File: config.mk
export PLATFORM = sky130hd
export DESIGN_NAME = cap_card_flat
export DESIGN_NICKNAME = d
export VERILOG_FILES = /design/src/cap_pkg.sv /design/src/cap_link_if.sv /design/src/cap_card.sv /design/src/flat_wrapper.sv
export VERILOG_INCLUDE_DIRS = /design/src /design/src/src
export SDC_FILE = /design/constraint.sdc
export NUM_CORES = 1
export LEC_CHECK = 0
export ABC_AREA = 0
export BUFFER_PORTS_ARGS = -buffer_cell sky130_fd_sc_hd__buf_2
export CORE_ASPECT_RATIO = 1.25
export CORE_MARGIN = 8
export CORE_UTILIZATION = 48
export CTS_CLUSTER_DIAMETER = 60
export DETAILED_ROUTE_END_ITERATION = 6
export PLACE_DENSITY = 0.77
export SYNTH_ARGS = -nofsm -noshare
export SYNTH_HDL_FRONTEND = slang
export SYNTH_SLANG_ARGS = --single-unit
File: constraint.sdc
create_clock -name i_clk -period 2.7 [get_ports i_clk]
set_input_delay 0.405 -clock i_clk [delete_from_list [all_inputs] [get_ports i_clk]]
set_output_delay 0.405 -clock i_clk [all_outputs]
set_load 0.005 [all_outputs]
File: src/cap_consts.svh
// Constants for the card authentication and PIN command handler
`ifndef CAP_CONSTS_SVH
`define CAP_CONSTS_SVH

`define CAP_CLA_PLAIN 8'h00
`define CAP_CLA_SM_MAC 8'h8c
`define CAP_CLA_SM_ALT 8'h84
`define CAP_INS_AUTH 8'h88
`define CAP_INS_PIN 8'h24
`define CAP_P_ZERO 8'h00
`define CAP_P2_PIN_MAX 8'h02
`define CAP_LE_VALUE 8'h00
`define CAP_TAG_PRIM 8'h80
`define CAP_TAG_CONS 8'h79
`define CAP_TAG_HDR_LEN 8'h02

`define CAP_SW_OK 16'h9000
`define CAP_SW1_WARN 8'h62
`define CAP_SW_WARN_NONE 16'h6200
`define CAP_SW_WARN_CORRUPT 16'h6281
`define CAP_SW_NVM_SAME 16'h6400
`define CAP_SW_MEM_FAIL 16'h6581
`define CAP_SW_NO_LE 16'h6700
`define CAP_SW_SM_UNSUP 16'h6882
`define CAP_SW_SEC_UNMET 16'h6982
`define CAP_SW_REF_INVAL 16'h6984
`define CAP_SW_COND_UNMET 16'h6985
`define CAP_SW_SM_MISSING 16'h6987
`define CAP_SW_SM_WRONG 16'h6988
`define CAP_SW_BAD_DATA 16'h6a80
`define CAP_SW_BAD_P1P2 16'h6a86
`define CAP_SW_REF_ABSENT 16'h6a88
`define CAP_SW_BAD_INS 16'h6d00
`define CAP_SW_BAD_CLA 16'h6e00

`define CAP_SM_BITS_HI 3
`define CAP_SM_BITS_LO 2
`define CAP_PTC_W 4
`define CAP_PTC_RST 4'h3
`define CAP_PIN_W 64
`define CAP_PIN_RST 64'h0

`endif

File: src/cap_pkg.sv
// Types shared by both ends of the command link
package cap_pkg;
  typedef enum logic [3:0] {
    CAP_C_HDR = 4'b0000,
    CAP_C_LEN = 4'b0001,
    CAP_C_DATA = 4'b0010,
    CAP_C_CHK = 4'b0011,
    CAP_C_AWAIT = 4'b0100,
    CAP_C_PWAIT = 4'b0101,
    CAP_C_TAG = 4'b0110,
    CAP_C_SIG = 4'b0111,
    CAP_C_SW1 = 4'b1000,
    CAP_C_SW2 = 4'b1001
  } cap_card_st_t;

  typedef enum logic [2:0] {
    CAP_T_IDLE = 3'b000,
    CAP_T_HDR = 3'b001,
    CAP_T_LC = 3'b010,
    CAP_T_DATA = 3'b011,
    CAP_T_LE = 3'b100,
    CAP_T_RSP = 3'b101
  } cap_term_st_t;

  typedef logic [7:0] cap_byte_t;
  typedef logic [15:0] cap_sw_t;
endpackage : cap_pkg

File: src/cap_link_if.sv
// Byte link between terminal and card: command stream and response stream
`timescale 1ns/100ps
`default_nettype none
interface cap_link_if;
  logic cmd_valid;
  logic cmd_ready;
  logic [7:0] cmd_data;
  logic cmd_last;
  logic rsp_valid;
  logic rsp_ready;
  logic [7:0] rsp_data;
  logic rsp_last;

  modport card (
    input cmd_valid, cmd_data, cmd_last, rsp_ready,
    output cmd_ready, rsp_valid, rsp_data, rsp_last
  );
  modport term (
    output cmd_valid, cmd_data, cmd_last, rsp_ready,
    input cmd_ready, rsp_valid, rsp_data, rsp_last
  );
endinterface : cap_link_if
`default_nettype wire

File: src/cap_card.sv
// Card end: decodes authentication and PIN change/unblock commands
`timescale 1ns/100ps
`default_nettype none
`include "cap_consts.svh"

module cap_card (
  input wire logic i_clk,
  input wire logic i_rst_n,
  cap_link_if.card link,
  output logic o_dat_valid,
  output cap_pkg::cap_byte_t o_dat_byte,
  output logic o_auth_req,
  output logic o_pin_req,
  output cap_pkg::cap_byte_t o_mode,
  input wire logic i_auth_done,
  input wire cap_pkg::cap_sw_t i_auth_sw,
  input wire logic i_fmt2,
  input wire cap_pkg::cap_byte_t i_sig_len,
  input wire logic i_sig_valid,
  input wire cap_pkg::cap_byte_t i_sig_data,
  output logic o_sig_ready,
  input wire logic i_pin_done,
  input wire cap_pkg::cap_sw_t i_pin_sw,
  input wire logic [`CAP_PIN_W-1:0] i_new_pin,
  input wire logic [`CAP_PTC_W-1:0] i_ptc_limit,
  output logic [`CAP_PTC_W-1:0] o_ptc,
  output logic [`CAP_PIN_W-1:0] o_ref_pin
);
  import cap_pkg::*;

  cap_card_st_t state_reg, state_next;
  logic [1:0] idx_reg, idx_next;
  cap_byte_t cla_reg, cla_next, ins_reg, ins_next, p1_reg, p1_next, p2_reg, p2_next;
  cap_byte_t lc_reg, lc_next, cnt_reg, cnt_next, len_reg, len_next, out_reg, out_next;
  logic le_reg, le_next, fmt2_reg, fmt2_next;
  cap_sw_t sw_reg, sw_next;
  logic [`CAP_PTC_W-1:0] ptc_reg, ptc_next;
  logic [`CAP_PIN_W-1:0] pin_reg, pin_next;
  logic dat_valid_reg, dat_valid_next;
  cap_byte_t dat_reg, dat_next;

  // Header and length screening ahead of any computation
  function automatic cap_sw_t check_cmd(input cap_byte_t cla, input cap_byte_t ins,
                                        input cap_byte_t p1, input cap_byte_t p2,
                                        input cap_byte_t lc, input logic le);
    cap_sw_t sw;
    sw = `CAP_SW_OK;
    if (ins == `CAP_INS_AUTH) begin
      if (cla != `CAP_CLA_PLAIN) begin
        sw = (cla[`CAP_SM_BITS_HI:`CAP_SM_BITS_LO] != 2'b00) ? `CAP_SW_SM_UNSUP : `CAP_SW_BAD_CLA;
      end else if (p1 != `CAP_P_ZERO || p2 != `CAP_P_ZERO) begin
        sw = `CAP_SW_BAD_P1P2;
      end else if (!le) begin
        sw = `CAP_SW_NO_LE;
      end else if (lc == 8'h00) begin
        sw = `CAP_SW_BAD_DATA;
      end
    end else if (ins == `CAP_INS_PIN) begin
      if (cla != `CAP_CLA_SM_MAC && cla != `CAP_CLA_SM_ALT) begin
        sw = (cla == `CAP_CLA_PLAIN) ? `CAP_SW_SM_MISSING : `CAP_SW_BAD_CLA;
      end else if (p1 != `CAP_P_ZERO || p2 > `CAP_P2_PIN_MAX) begin
        sw = `CAP_SW_BAD_P1P2;
      end else if (le) begin
        sw = `CAP_SW_SM_WRONG;
      end else if (lc == 8'h00) begin
        sw = `CAP_SW_SM_MISSING;
      end
    end else begin
      sw = `CAP_SW_BAD_INS;
    end
    return sw;
  endfunction : check_cmd

  function automatic logic sw_success(input cap_sw_t sw);
    return (sw == `CAP_SW_OK) || (sw[15:8] == `CAP_SW1_WARN);
  endfunction : sw_success

  // Tag/length bytes ahead of the signed data; short length form only
  function automatic cap_byte_t tag_byte(input logic fmt2, input logic [1:0] i,
                                         input cap_byte_t len);
    cap_byte_t b;
    b = len;
    if (fmt2) begin
      case (i)
        2'd0: b = `CAP_TAG_CONS;
        2'd1: b = len + `CAP_TAG_HDR_LEN;
        2'd2: b = `CAP_TAG_PRIM;
        default: b = len;
      endcase
    end else if (i == 2'd0) begin
      b = `CAP_TAG_PRIM;
    end
    return b;
  endfunction : tag_byte

  always_comb begin
    state_next = state_reg;
    idx_next = idx_reg;
    cla_next = cla_reg;
    ins_next = ins_reg;
    p1_next = p1_reg;
    p2_next = p2_reg;
    lc_next = lc_reg;
    cnt_next = cnt_reg;
    len_next = len_reg;
    out_next = out_reg;
    le_next = le_reg;
    fmt2_next = fmt2_reg;
    sw_next = sw_reg;
    ptc_next = ptc_reg;
    pin_next = pin_reg;
    dat_valid_next = 1'b0;
    dat_next = dat_reg;
    case (state_reg)
      CAP_C_HDR: begin
        if (link.cmd_valid) begin
          case (idx_reg)
            2'd0: cla_next = link.cmd_data;
            2'd1: ins_next = link.cmd_data;
            2'd2: p1_next = link.cmd_data;
            default: p2_next = link.cmd_data;
          endcase
          idx_next = idx_reg + 2'd1;
          if (idx_reg == 2'd3) begin
            lc_next = 8'h00;
            le_next = 1'b0;
            cnt_next = 8'h00;
            state_next = link.cmd_last ? CAP_C_CHK : CAP_C_LEN;
          end
        end
      end
      CAP_C_LEN: begin
        if (link.cmd_valid) begin
          if (link.cmd_last) begin
            le_next = 1'b1;
            state_next = CAP_C_CHK;
          end else begin
            lc_next = link.cmd_data;
            state_next = CAP_C_DATA;
          end
        end
      end
      CAP_C_DATA: begin
        if (link.cmd_valid) begin
          if (cnt_reg == lc_reg) begin
            le_next = 1'b1;
          end else begin
            // Data goes to the key/MAC engine as it arrives; nothing acts on it yet
            dat_valid_next = 1'b1;
            dat_next = link.cmd_data;
            cnt_next = cnt_reg + 8'h01;
          end
          if (link.cmd_last) begin
            state_next = CAP_C_CHK;
          end
        end
      end
      CAP_C_CHK: begin
        sw_next = check_cmd(cla_reg, ins_reg, p1_reg, p2_reg, lc_reg, le_reg);
        if (sw_next != `CAP_SW_OK) begin
          out_next = sw_next[15:8];
          state_next = CAP_C_SW1;
        end else if (ins_reg == `CAP_INS_AUTH) begin
          state_next = CAP_C_AWAIT;
        end else begin
          state_next = CAP_C_PWAIT;
        end
      end
      CAP_C_AWAIT: begin
        if (i_auth_done) begin
          sw_next = i_auth_sw;
          len_next = i_sig_len;
          fmt2_next = i_fmt2;
          idx_next = 2'd0;
          cnt_next = 8'h00;
          if (sw_success(i_auth_sw)) begin
            out_next = tag_byte(i_fmt2, 2'd0, i_sig_len);
            state_next = CAP_C_TAG;
          end else begin
            out_next = i_auth_sw[15:8];
            state_next = CAP_C_SW1;
          end
        end
      end
      CAP_C_PWAIT: begin
        if (i_pin_done) begin
          sw_next = i_pin_sw;
          out_next = i_pin_sw[15:8];
          state_next = CAP_C_SW1;
          if (sw_success(i_pin_sw)) begin
            ptc_next = i_ptc_limit;
            if (p2_reg != `CAP_P_ZERO) begin
              pin_next = i_new_pin;
            end
          end
          // Any error status leaves counter and PIN as they were
        end
      end
      CAP_C_TAG: begin
        if (link.rsp_ready) begin
          idx_next = idx_reg + 2'd1;
          out_next = tag_byte(fmt2_reg, idx_reg + 2'd1, len_reg);
          if (idx_reg == (fmt2_reg ? 2'd3 : 2'd1)) begin
            if (len_reg == 8'h00) begin
              out_next = sw_reg[15:8];
              state_next = CAP_C_SW1;
            end else begin
              state_next = CAP_C_SIG;
            end
          end
        end
      end
      CAP_C_SIG: begin
        if (link.rsp_ready && i_sig_valid) begin
          cnt_next = cnt_reg + 8'h01;
          if (cnt_reg == len_reg - 8'h01) begin
            out_next = sw_reg[15:8];
            state_next = CAP_C_SW1;
          end
        end
      end
      CAP_C_SW1: begin
        if (link.rsp_ready) begin
          out_next = sw_reg[7:0];
          state_next = CAP_C_SW2;
        end
      end
      CAP_C_SW2: begin
        if (link.rsp_ready) begin
          idx_next = 2'd0;
          state_next = CAP_C_HDR;
        end
      end
      default: state_next = CAP_C_HDR;
    endcase
  end

  always_ff @(posedge i_clk or negedge i_rst_n) begin
    if (!i_rst_n) begin
      state_reg <= CAP_C_HDR;
      idx_reg <= 2'd0;
      cla_reg <= 8'h00;
      ins_reg <= 8'h00;
      p1_reg <= 8'h00;
      p2_reg <= 8'h00;
      lc_reg <= 8'h00;
      cnt_reg <= 8'h00;
      len_reg <= 8'h00;
      out_reg <= 8'h00;
      le_reg <= 1'b0;
      fmt2_reg <= 1'b0;
      sw_reg <= `CAP_SW_OK;
      ptc_reg <= `CAP_PTC_RST;
      pin_reg <= `CAP_PIN_RST;
      dat_valid_reg <= 1'b0;
      dat_reg <= 8'h00;
    end else begin
      state_reg <= state_next;
      idx_reg <= idx_next;
      cla_reg <= cla_next;
      ins_reg <= ins_next;
      p1_reg <= p1_next;
      p2_reg <= p2_next;
      lc_reg <= lc_next;
      cnt_reg <= cnt_next;
      len_reg <= len_next;
      out_reg <= out_next;
      le_reg <= le_next;
      fmt2_reg <= fmt2_next;
      sw_reg <= sw_next;
      ptc_reg <= ptc_next;
      pin_reg <= pin_next;
      dat_valid_reg <= dat_valid_next;
      dat_reg <= dat_next;
    end
  end

  assign link.cmd_ready = (state_reg == CAP_C_HDR) || (state_reg == CAP_C_LEN) ||
                          (state_reg == CAP_C_DATA);
  // Signed data streams straight through to avoid a buffer the size of a signature
  assign link.rsp_valid = (state_reg == CAP_C_SIG) ? i_sig_valid :
                          (state_reg == CAP_C_TAG) || (state_reg == CAP_C_SW1) ||
                          (state_reg == CAP_C_SW2);
  assign link.rsp_data = (state_reg == CAP_C_SIG) ? i_sig_data : out_reg;
  assign link.rsp_last = (state_reg == CAP_C_SW2);
  assign o_sig_ready = (state_reg == CAP_C_SIG) && link.rsp_ready;
  assign o_auth_req = (state_reg == CAP_C_AWAIT);
  assign o_pin_req = (state_reg == CAP_C_PWAIT);
  assign o_mode = p2_reg;
  assign o_dat_valid = dat_valid_reg;
  assign o_dat_byte = dat_reg;
  assign o_ptc = ptc_reg;
  assign o_ref_pin = pin_reg;
endmodule : cap_card
`default_nettype wire

File: src/flat_wrapper.sv
// flat-port wrapper written by rule: the top's interface ports become plain ports
module cap_card_flat import cap_pkg::*;
  (i_clk, i_rst_n, o_dat_valid, o_dat_byte, o_auth_req, o_pin_req, o_mode, i_auth_done, i_auth_sw, i_fmt2, i_sig_len, i_sig_valid, i_sig_data, o_sig_ready, i_pin_done, i_pin_sw, i_new_pin, i_ptc_limit, o_ptc, o_ref_pin, link_cmd_valid, link_cmd_data, link_cmd_last, link_rsp_ready, link_cmd_ready, link_rsp_valid, link_rsp_data, link_rsp_last);
  cap_link_if link_i ();
  input wire logic i_clk;
  input wire logic i_rst_n;
  output logic o_dat_valid;
  output cap_pkg::cap_byte_t o_dat_byte;
  output logic o_auth_req;
  output logic o_pin_req;
  output cap_pkg::cap_byte_t o_mode;
  input wire logic i_auth_done;
  input wire cap_pkg::cap_sw_t i_auth_sw;
  input wire logic i_fmt2;
  input wire cap_pkg::cap_byte_t i_sig_len;
  input wire logic i_sig_valid;
  input wire cap_pkg::cap_byte_t i_sig_data;
  output logic o_sig_ready;
  input wire logic i_pin_done;
  input wire cap_pkg::cap_sw_t i_pin_sw;
  input wire logic [`CAP_PIN_W-1:0] i_new_pin;
  input wire logic [`CAP_PTC_W-1:0] i_ptc_limit;
  output logic [`CAP_PTC_W-1:0] o_ptc;
  output logic [`CAP_PIN_W-1:0] o_ref_pin;
  input wire logic [$bits(link_i.cmd_valid)-1:0] link_cmd_valid;
  input wire logic [$bits(link_i.cmd_data)-1:0] link_cmd_data;
  input wire logic [$bits(link_i.cmd_last)-1:0] link_cmd_last;
  input wire logic [$bits(link_i.rsp_ready)-1:0] link_rsp_ready;
  output wire logic [$bits(link_i.cmd_ready)-1:0] link_cmd_ready;
  output wire logic [$bits(link_i.rsp_valid)-1:0] link_rsp_valid;
  output wire logic [$bits(link_i.rsp_data)-1:0] link_rsp_data;
  output wire logic [$bits(link_i.rsp_last)-1:0] link_rsp_last;
  assign link_i.cmd_valid = link_cmd_valid;
  assign link_i.cmd_data = link_cmd_data;
  assign link_i.cmd_last = link_cmd_last;
  assign link_i.rsp_ready = link_rsp_ready;
  assign link_cmd_ready = link_i.cmd_ready;
  assign link_rsp_valid = link_i.rsp_valid;
  assign link_rsp_data = link_i.rsp_data;
  assign link_rsp_last = link_i.rsp_last;
  cap_card u_core (.i_clk(i_clk), .i_rst_n(i_rst_n), .link(link_i), .o_dat_valid(o_dat_valid), .o_dat_byte(o_dat_byte), .o_auth_req(o_auth_req), .o_pin_req(o_pin_req), .o_mode(o_mode), .i_auth_done(i_auth_done), .i_auth_sw(i_auth_sw), .i_fmt2(i_fmt2), .i_sig_len(i_sig_len), .i_sig_valid(i_sig_valid), .i_sig_data(i_sig_data), .o_sig_ready(o_sig_ready), .i_pin_done(i_pin_done), .i_pin_sw(i_pin_sw), .i_new_pin(i_new_pin), .i_ptc_limit(i_ptc_limit), .o_ptc(o_ptc), .o_ref_pin(o_ref_pin));
endmodule
* After elaboration in Yosys (flattened, before gate mapping)
Cells that the tools add are included.
** Cells by class
- $add $sub $neg :: 4
- Multipliers :: 0
- Divide/modulo/power cells :: 0
- Magnitude comparators :: 1
- Equality and inequality tests :: 44
- Shift-type cells :: 0
- Mux-type cells :: 79
- Bitwise gates (word level) :: 2
- Reduce and logical (&&, ||, !) cells :: 43
** Operators with widths (count)
- 2-to-1 mux 16 bit :: 13
- 2-to-1 mux 8 bit :: 22
- 2-to-1 mux 4 bit :: 16
- one-hot mux 16 bit (3 select lines) :: 1
- one-hot mux 8 bit (6 select lines) :: 1
- one-hot mux 4 bit (10 select lines) :: 1
- equality test 16 bit, second input constant :: 2
- one-hot mux 8 bit (4 select lines) :: 1
- zero test 8 bit :: 3
- one-hot mux 8 bit (3 select lines) :: 1
- nonzero test 8 bit :: 3
- 2-to-1 mux 11 bit :: 2
- AND reduction 3 bit :: 7
- != test 2 bit, second input constant :: 10
- equality test 4 x 3 -> 1 bit, second input constant :: 4
- equality test 8 x 7 -> 1 bit, second input constant :: 2
- equality test 8 bit :: 2
- != test 16 bit, second input constant :: 1
- != test 2 x 1 -> 1 bit, second input constant :: 8
- != test 8 bit, second input constant :: 2
- one-hot mux 8 bit (2 select lines) :: 1
- AND reduction 7 bit :: 2
- AND reduction 13 bit :: 1
- 2-to-1 mux 1 bit :: 12
- 30 further kinds :: 55
** Word-level totals
- Register bits :: 165
- Latch bits :: 0
- RAM bits :: 0
- Memory bits (read-only) :: 0
- Bits of input ports :: 133
- Memories :: 0

* Longest topological paths before layout
Gate-level depths: netlist of run 1.
- Word-level depth :: 11
- Gate-level depth with buffers :: 10

* Least setup slack after synthesis of run 1
No wires, ideal clock.
- Path kind :: register -> register
- Start :: reg u_core.len_reg[1]
- End :: reg u_core.out_reg[1]
- Library setup time :: 0.125 ns
- Arrival :: 2.439 ns
- Required time :: 2.575 ns
- Path slack :: 0.136 ns
- Cell stages (with the launch flop) :: 9
- Period minus slack after synthesis :: 2.564 ns
- Cells stage by stage :: dfrtp_1 > inv_1 > ha_1 > nor3b_2 > a21boi_1 > or2_1 > o311a_1 > nor4b_4 > mux2_2
** On the way
- Word-level cells in the longest chain between the ends :: 7
- Elaborated cells between the ends (all ways) :: 13
- Classes of those cells :: 2 x add/sub; 2 x eq/ne; 7 x mux; 2 x reduce/logical
** RTL lines
- start: declaration :: RTL line cap_card.sv:34 : cap_byte_t lc_reg, lc_next, cnt_reg, cnt_next, len_reg, len_next, out_reg, out_next;
- start signal: assignment :: RTL line cap_card.sv:266 : len_reg <= len_next;
- adder 8 x 2 -> 8 bit (no line)
- one-hot mux 8 bit (3 select lines) :: RTL line cap_card.sv:84 : case (i)
- 2-to-1 mux 8 bit :: RTL line cap_card.sv:83 : if (fmt2) begin
- 2-to-1 mux 8 bit :: RTL line cap_card.sv:204 : if (len_reg == 8'h00) begin
- 2-to-1 mux 8 bit :: RTL line cap_card.sv:203 : if (idx_reg == (fmt2_reg ? 2'd3 : 2'd1)) begin
- 2-to-1 mux 8 bit :: RTL line cap_card.sv:200 : if (link.rsp_ready) begin
- one-hot mux 8 bit (6 select lines) :: RTL line cap_card.sv:114 : case (state_reg)
- end signal: assignment :: RTL line cap_card.sv:267 : out_reg <= out_next;
- end: declaration :: RTL line cap_card.sv:34
Parallel ways exist; a longest one is shown, timed or not. The select of a mux whose other input is x is not followed.
A chain may end at the register's enable or synchronous reset.

* Final worst setup path of run 1
- Start :: reg u_core.len_reg[1]
- End :: reg u_core.out_reg[4]
Same word-level chain as after synthesis.

==> results of run 1 <==
## layout make-up
type	instances	area (µm²)
clock inverter	15	184
tap	228	285
fill	1509	6900
inverter	16	60.1
sequential	165	4130
timing repair buffer	286	1620
clock buffer	17	425
multi-input combinational	608	4360
## kinds of logic (layout without fill, tap and decap cells)
group,count (synthesis),count (layout),share of synthesized area
XOR/XNOR,23,23,0.0231
AO/OA/AOI/OAI,177,177,0.136
multiplexers,126,126,0.162
AND/OR/NAND/NOR,271,271,0.157
buffers and inverters,57,334,0.0323
adder cells (fa/ha/maj),11,11,0.0158
flip-flops,165,165,0.474
## worst max-delay path, stage by stage, from the launching register on
cell     delay (ns)
dfrtp_1        0.34
inv_1          0.08
ha_1           0.24
nor3b_1        0.21
nor3_1         0.09
o41ai_2        0.38
nand4_1        0.26
nor4b_4        0.31
buf_4          0.19
buf_4          0.17
nor2_1         0.06
a41oi_2        0.15
## power by group
group	switching, mW	internal, mW
clock	1.17	1.25
sequential	0.459	3.04
combinational	1.90	1.53
## metrics by stage
stage | power (mW) | util | setup TNS (ns) | worst slack, ns
after detailed placement | 6.92 | 0.579 | 0 | 0.100
final | 9.35 | 0.616 | 0 | 0.143
after global routing | 9.90 | 0.616 | -0.0138 | -0.0138
after CTS | 9.38 | 0.614 | 0 | 0.147
after global placement | 6.83 | 0.579 | 0 | 0.120
after floorplan | 5.59 | - | 0 | 0.136
## worst min-delay path by stage
stage / start / end / depth (start not counted)
6_report: i_new_pin[9] / u_core.o_ref_pin[9] / 2
5_1_grt: i_new_pin[9] / u_core.o_ref_pin[9] / 2
4_1_cts: i_new_pin[30] / u_core.o_ref_pin[30] / 2
3_5_place_dp: i_rst_n / u_core.len_reg[5] / 1
3_3_place_gp: i_rst_n / u_core.len_reg[5] / 1
2_1_floorplan: i_rst_n / u_core.cla_reg[0] / 0
## Yosys cell counts (all sizes together), types with 4 or more instances
library cell	n	area share
a2111oi	5	0.0073
a211oi	5	0.0043
a21o	4	0.0034
a21oi	39	0.022
a22oi	15	0.013
a31oi	12	0.0093
and2	5	0.0036
and3	5	0.0036
buf	21	0.017
clkbuf	20	0.0086
dfrtp	161	0.46
dfstp	4	0.012
ha	11	0.016
inv	16	0.0069
mux2	122	0.16
mux2i	4	0.0046
nand2	97	0.042
nand2b	8	0.0057
nand3	19	0.011
nand4	13	0.0093
nand4b	4	0.0040
nor2	57	0.025
nor2b	5	0.0036
nor3	14	0.0086
nor4	15	0.011
nor4b	7	0.0095
o2111ai	4	0.0040
o211ai	8	0.0069
o21a	9	0.0077
o21ai	42	0.024
o22ai	5	0.0036
or3	4	0.0029
xnor2	14	0.014
xor2	9	0.0090
## layer usage
| metal | global-route usage | wire length, µm | vias to the layer above | part of all wire |
|---|---|---|---|---|
| met2 | 0.378 | 12500 | 383 | 0.49 |
| met3 | 0.0804 | 2740 | 75 | 0.11 |
| met1 | 0.258 | 9590 | 3644 | 0.37 |
| met4 | 0.0919 | 887 | 0 | 0.034 |
| met5 | 0 | 0 | - | 0 |
| li1 | - | - | 3576 | - |
## what timing repair did
item | CTS | global route
setup buffers | 0 | 1
endpoints found under the setup margin | 0 | 7
hold buffers | 1 | 0
endpoints found under the hold margin | 38 | 0
resized for setup | 0 | 5
==> impl_metrics.ini, run 1 <==
[sta]
slew_headroom = 0.632
fin_hold_ws_ns = 0.190
worst_pin_slew_ns = 0.548
setup_viol = 0
period_share = 0.947
fin_crit_ns = 2.56
fmax_mhz = 391
final-max-slew-violation-count = 0
skew_ns = 0.0132
final-hold-violation-count = 0

[final_layout]
fin_cells = 1335
antenna_cells = 0
final_cell_mix = buf_2 (230), dfrtp_1 (161), nand2_1 (97)
largest_reg_flops = 64
nNetsFinal = 1238
drive_gt1_frac = 0.359
syn_to_final_growth_pct = 26.8
layout_commonest_cell = buf_2
fin_area_um2 = 11100

[synth]
synthArstFlopShare = 1.00
synth_cells = 830
synth_area_um2 = 8730
syn-num-nets = 974
synth-edff-count = 0
ys_types = 73
ys_ff_latch = 165
yosys_warnings = 0
syn_avg_cell_area_um2 = 10.5
synthFlopType = dfrtp_1
seq_area_frac_synth = 0.474

[clock_network]
cts_sinks = 165
cts_made_buffers = 17
worstSkewPairLatency_ns = 0.43
clk_path_buf_depth = 2
clk_pin_slew_ns = 0.08
root_buffer = clkbuf_16
cts_htree_levels = 4
cts_tree = done

[grt]
antenna_found_initial = 0
grt_pass1_wl_um = 41100
grt_overflow = 0
grt_pass1_vias = 8021
grt_max_degree = 63
grt_usage = 0.227

[setup_path]
startpoint_type = flop
worstPathRequired_ns = 3.05
cp_max_fo = 8
crit_path_start = u_core.len_reg[1]
end_kind = flop
rrSetupSlack_ns = 0.14
r2r_start = u_core.len_reg[1]
cp-endpoint = u_core.out_reg[4]
r2r_end = u_core.out_reg[4]
crit_type = flop to flop
worstPathArrival_ns = 2.90
r2r_cells = 11

[routing]
initialDrtViolationCount = 594
drc = 0
routedWlPerCell_um = 19.3
wl_um = 25800
postRouteAntennaNets = 0
post_drt_via_cell_ratio = 5.75
vias = 7678
drtPass1Iterations = 6

[floorplan]
fp.dieW_um = 137
initial_core_util = 0.486
die_y_um = 167
fp-row-count = 55
io_pins = 232
core_area_um2 = 18000
dieArea_um2 = 22800

[power_and_ir_drop]
power.leakage_nw = 5.50
peakVddDrop_v = 0.000545
powerDensity_nw_per_um2 = 845

[placed_design]
dp_hpwl_um = 20100
postPlaceCellArea_um2 = 10400
port_buffers = 231
gp_congestion = 0.959
placed_cells = 1301

[job]
maxCapViolations = 0

[status]
status = complete, no violations

[worst_hold_path]
hp-class = input port to flop
Power figures use the tool's default switching activity.
==> run 2: changes to the inputs <==
- RECOVER_POWER: not set -> 50
==> impl_metrics.ini, run 2 (synthesis results as in run 1) <==
[status]
status = complete, no violations

[routing]
routedWlPerCell_um = 19.3
post_drt_via_cell_ratio = 5.78
wl_um = 25800
vias = 7710
drc = 0
initialDrtViolationCount = 626
postRouteAntennaNets = 0
drtPass1Iterations = 5

[floorplan]
fp-row-count = 55
fp.dieW_um = 137
initial_core_util = 0.486
dieArea_um2 = 22800
core_area_um2 = 18000
die_y_um = 167
io_pins = 232

[setup_path]
r2r_start = u_core.len_reg[1]
r2r_cells = 11
startpoint_type = flop
cp_max_fo = 8
critPathTopFamily = simple AND/OR/NAND/NOR gates
end_kind = flop
crit_slowest_cell = o41ai_2
cp.depth = 11
cp_cell_sequence = inv_1 -> ha_1 -> nor3b_1 -> nor3_1 -> o41ai_2 -> nand4_1 -> nor4b_4 -> buf_4 -> buf_4 -> nor2_1 -> a41oi_2
worstPathArrival_ns = 2.92
crit_type = flop to flop
r2r_end = u_core.out_reg[4]
worstPathRequired_ns = 3.05
cp_common_cell = buf_4
slowest_delay_ns = 0.40
cp_num_buf_inv = 3
rrSetupSlack_ns = 0.13

[worst_hold_path]
whs_path_depth = 2
min-delay-start = i_new_pin[24]
hold_end = u_core.o_ref_pin[24]
hp-class = input port to flop

[sta]
postLayoutSetupSlackWorst_ns = 0.128
worst_pin_slew_ns = 1.20
period_share = 0.953
fin_crit_ns = 2.57
skew_ns = 0.0129
final-max-slew-violation-count = 0
slew_headroom = 0.203
fin_hold_ws_ns = 0.190
fmax_mhz = 389
setup_viol = 0
final-hold-violation-count = 0

[clock_network]
root_buffer = clkbuf_16
cts_htree_levels = 4
cts_sinks = 165
cts_made_buffers = 17
clk_path_buf_depth = 2
worstSkewPairLatency_ns = 0.42
clk_pin_slew_ns = 0.08
cts_tree = done

[placed_design]
gp_congestion = 0.959
post-place-ws_ns = 0.100
dp_hpwl_um = 20100
postPlaceCellArea_um2 = 10400
port_buffers = 231

[grt]
antenna_found_initial = 0
grt_pass1_vias = 8021
grt_max_degree = 63
grt_overflow = 0
grt_pass1_wl_um = 41100
grt_usage = 0.227

[final_layout]
largest_reg_flops = 64
fin_util = 0.611
final_cell_mix = buf_2 (188), dfrtp_1 (161), nand2_1 (97)
regArea_um2 = 4130
fill_cells = 1530
drive_gt1_frac = 0.321
antenna_cells = 0
syn_to_final_growth_pct = 25.8
nNetsFinal = 1238
layout_commonest_cell = buf_2
multi_input_area_um2 = 4360
fin_area_um2 = 11000

[power_and_ir_drop]
power.leakage_nw = 5.31
powerDensity_nw_per_um2 = 851
peakVddDrop_v = 0.000548

[job]
maxCapViolations = 0
==> run 2: changes by cell type in the layout (fill, tap and decap cells not counted), sizes merged <==
cell    previous run  this run
clkbuf            17        62
buf              285       240
==> run 2: how the worst max path moves through the flow <==
stage / start / to / slack [ns]
2_1_floorplan: u_core.len_reg[1] / u_core.out_reg[1] / 0.14
3_3_place_gp: i_pin_sw[6] / u_core.o_ref_pin[0] / 0.12
3_5_place_dp: i_pin_sw[6] / u_core.o_ref_pin[57] / 0.10
4_1_cts: u_core.len_reg[1] / u_core.out_reg[4] / 0.15
5_1_grt: u_core.len_reg[1] / u_core.out_reg[4] / -0.01
6_report: u_core.len_reg[1] / u_core.out_reg[4] / 0.13
==> run 2: per-stage QoR <==
stage	std cells	setup TNS, ns	total power [mW]
floorplan	830	0	5.59
global placement	1301	0	6.83
detailed placement	1301	0	6.92
CTS	1334	0	9.38
global route	1335	-0.0138	9.88
finish	1335	0	9.35
==> run 2: timing repair <==
action,CTS,global route
gates resized for setup,0,5
endpoints found under the hold margin,38,0
hold buffers,1,0
setup endpoints to repair,0,7
buffers inserted,0,1
==> run 2: metal layers <==
layer	global-route usage	share of wire
met1	0.258	0.37
met2	0.378	0.48
met3	0.0804	0.11
met4	0.0919	0.039
met5	0	0
==> run 2: worst register-to-register path, stage by stage (launching register included) <==
cell	delay [ns]
dfrtp_1	0.34
inv_1	0.07
ha_1	0.24
nor3b_1	0.20
nor3_1	0.09
o41ai_2	0.40
nand4_1	0.26
nor4b_4	0.31
buf_4	0.19
buf_4	0.17
nor2_1	0.06
a41oi_2	0.15
==> run 2: layout make-up <==
| cell class | count | area share |
|---|---|---|
| inverter | 16 | 0.00547 |
| clock buffer | 17 | 0.0387 |
| clock inverter | 15 | 0.0168 |
| timing repair buffer | 286 | 0.139 |
| tap | 228 | 0.0260 |
| multi-input combinational | 608 | 0.397 |
| sequential | 165 | 0.376 |
==> run 2: report_power, final <==
part,internal (mW),switching (mW)
logic,1.51,1.91
registers,3.04,0.461
clock network,1.25,1.17
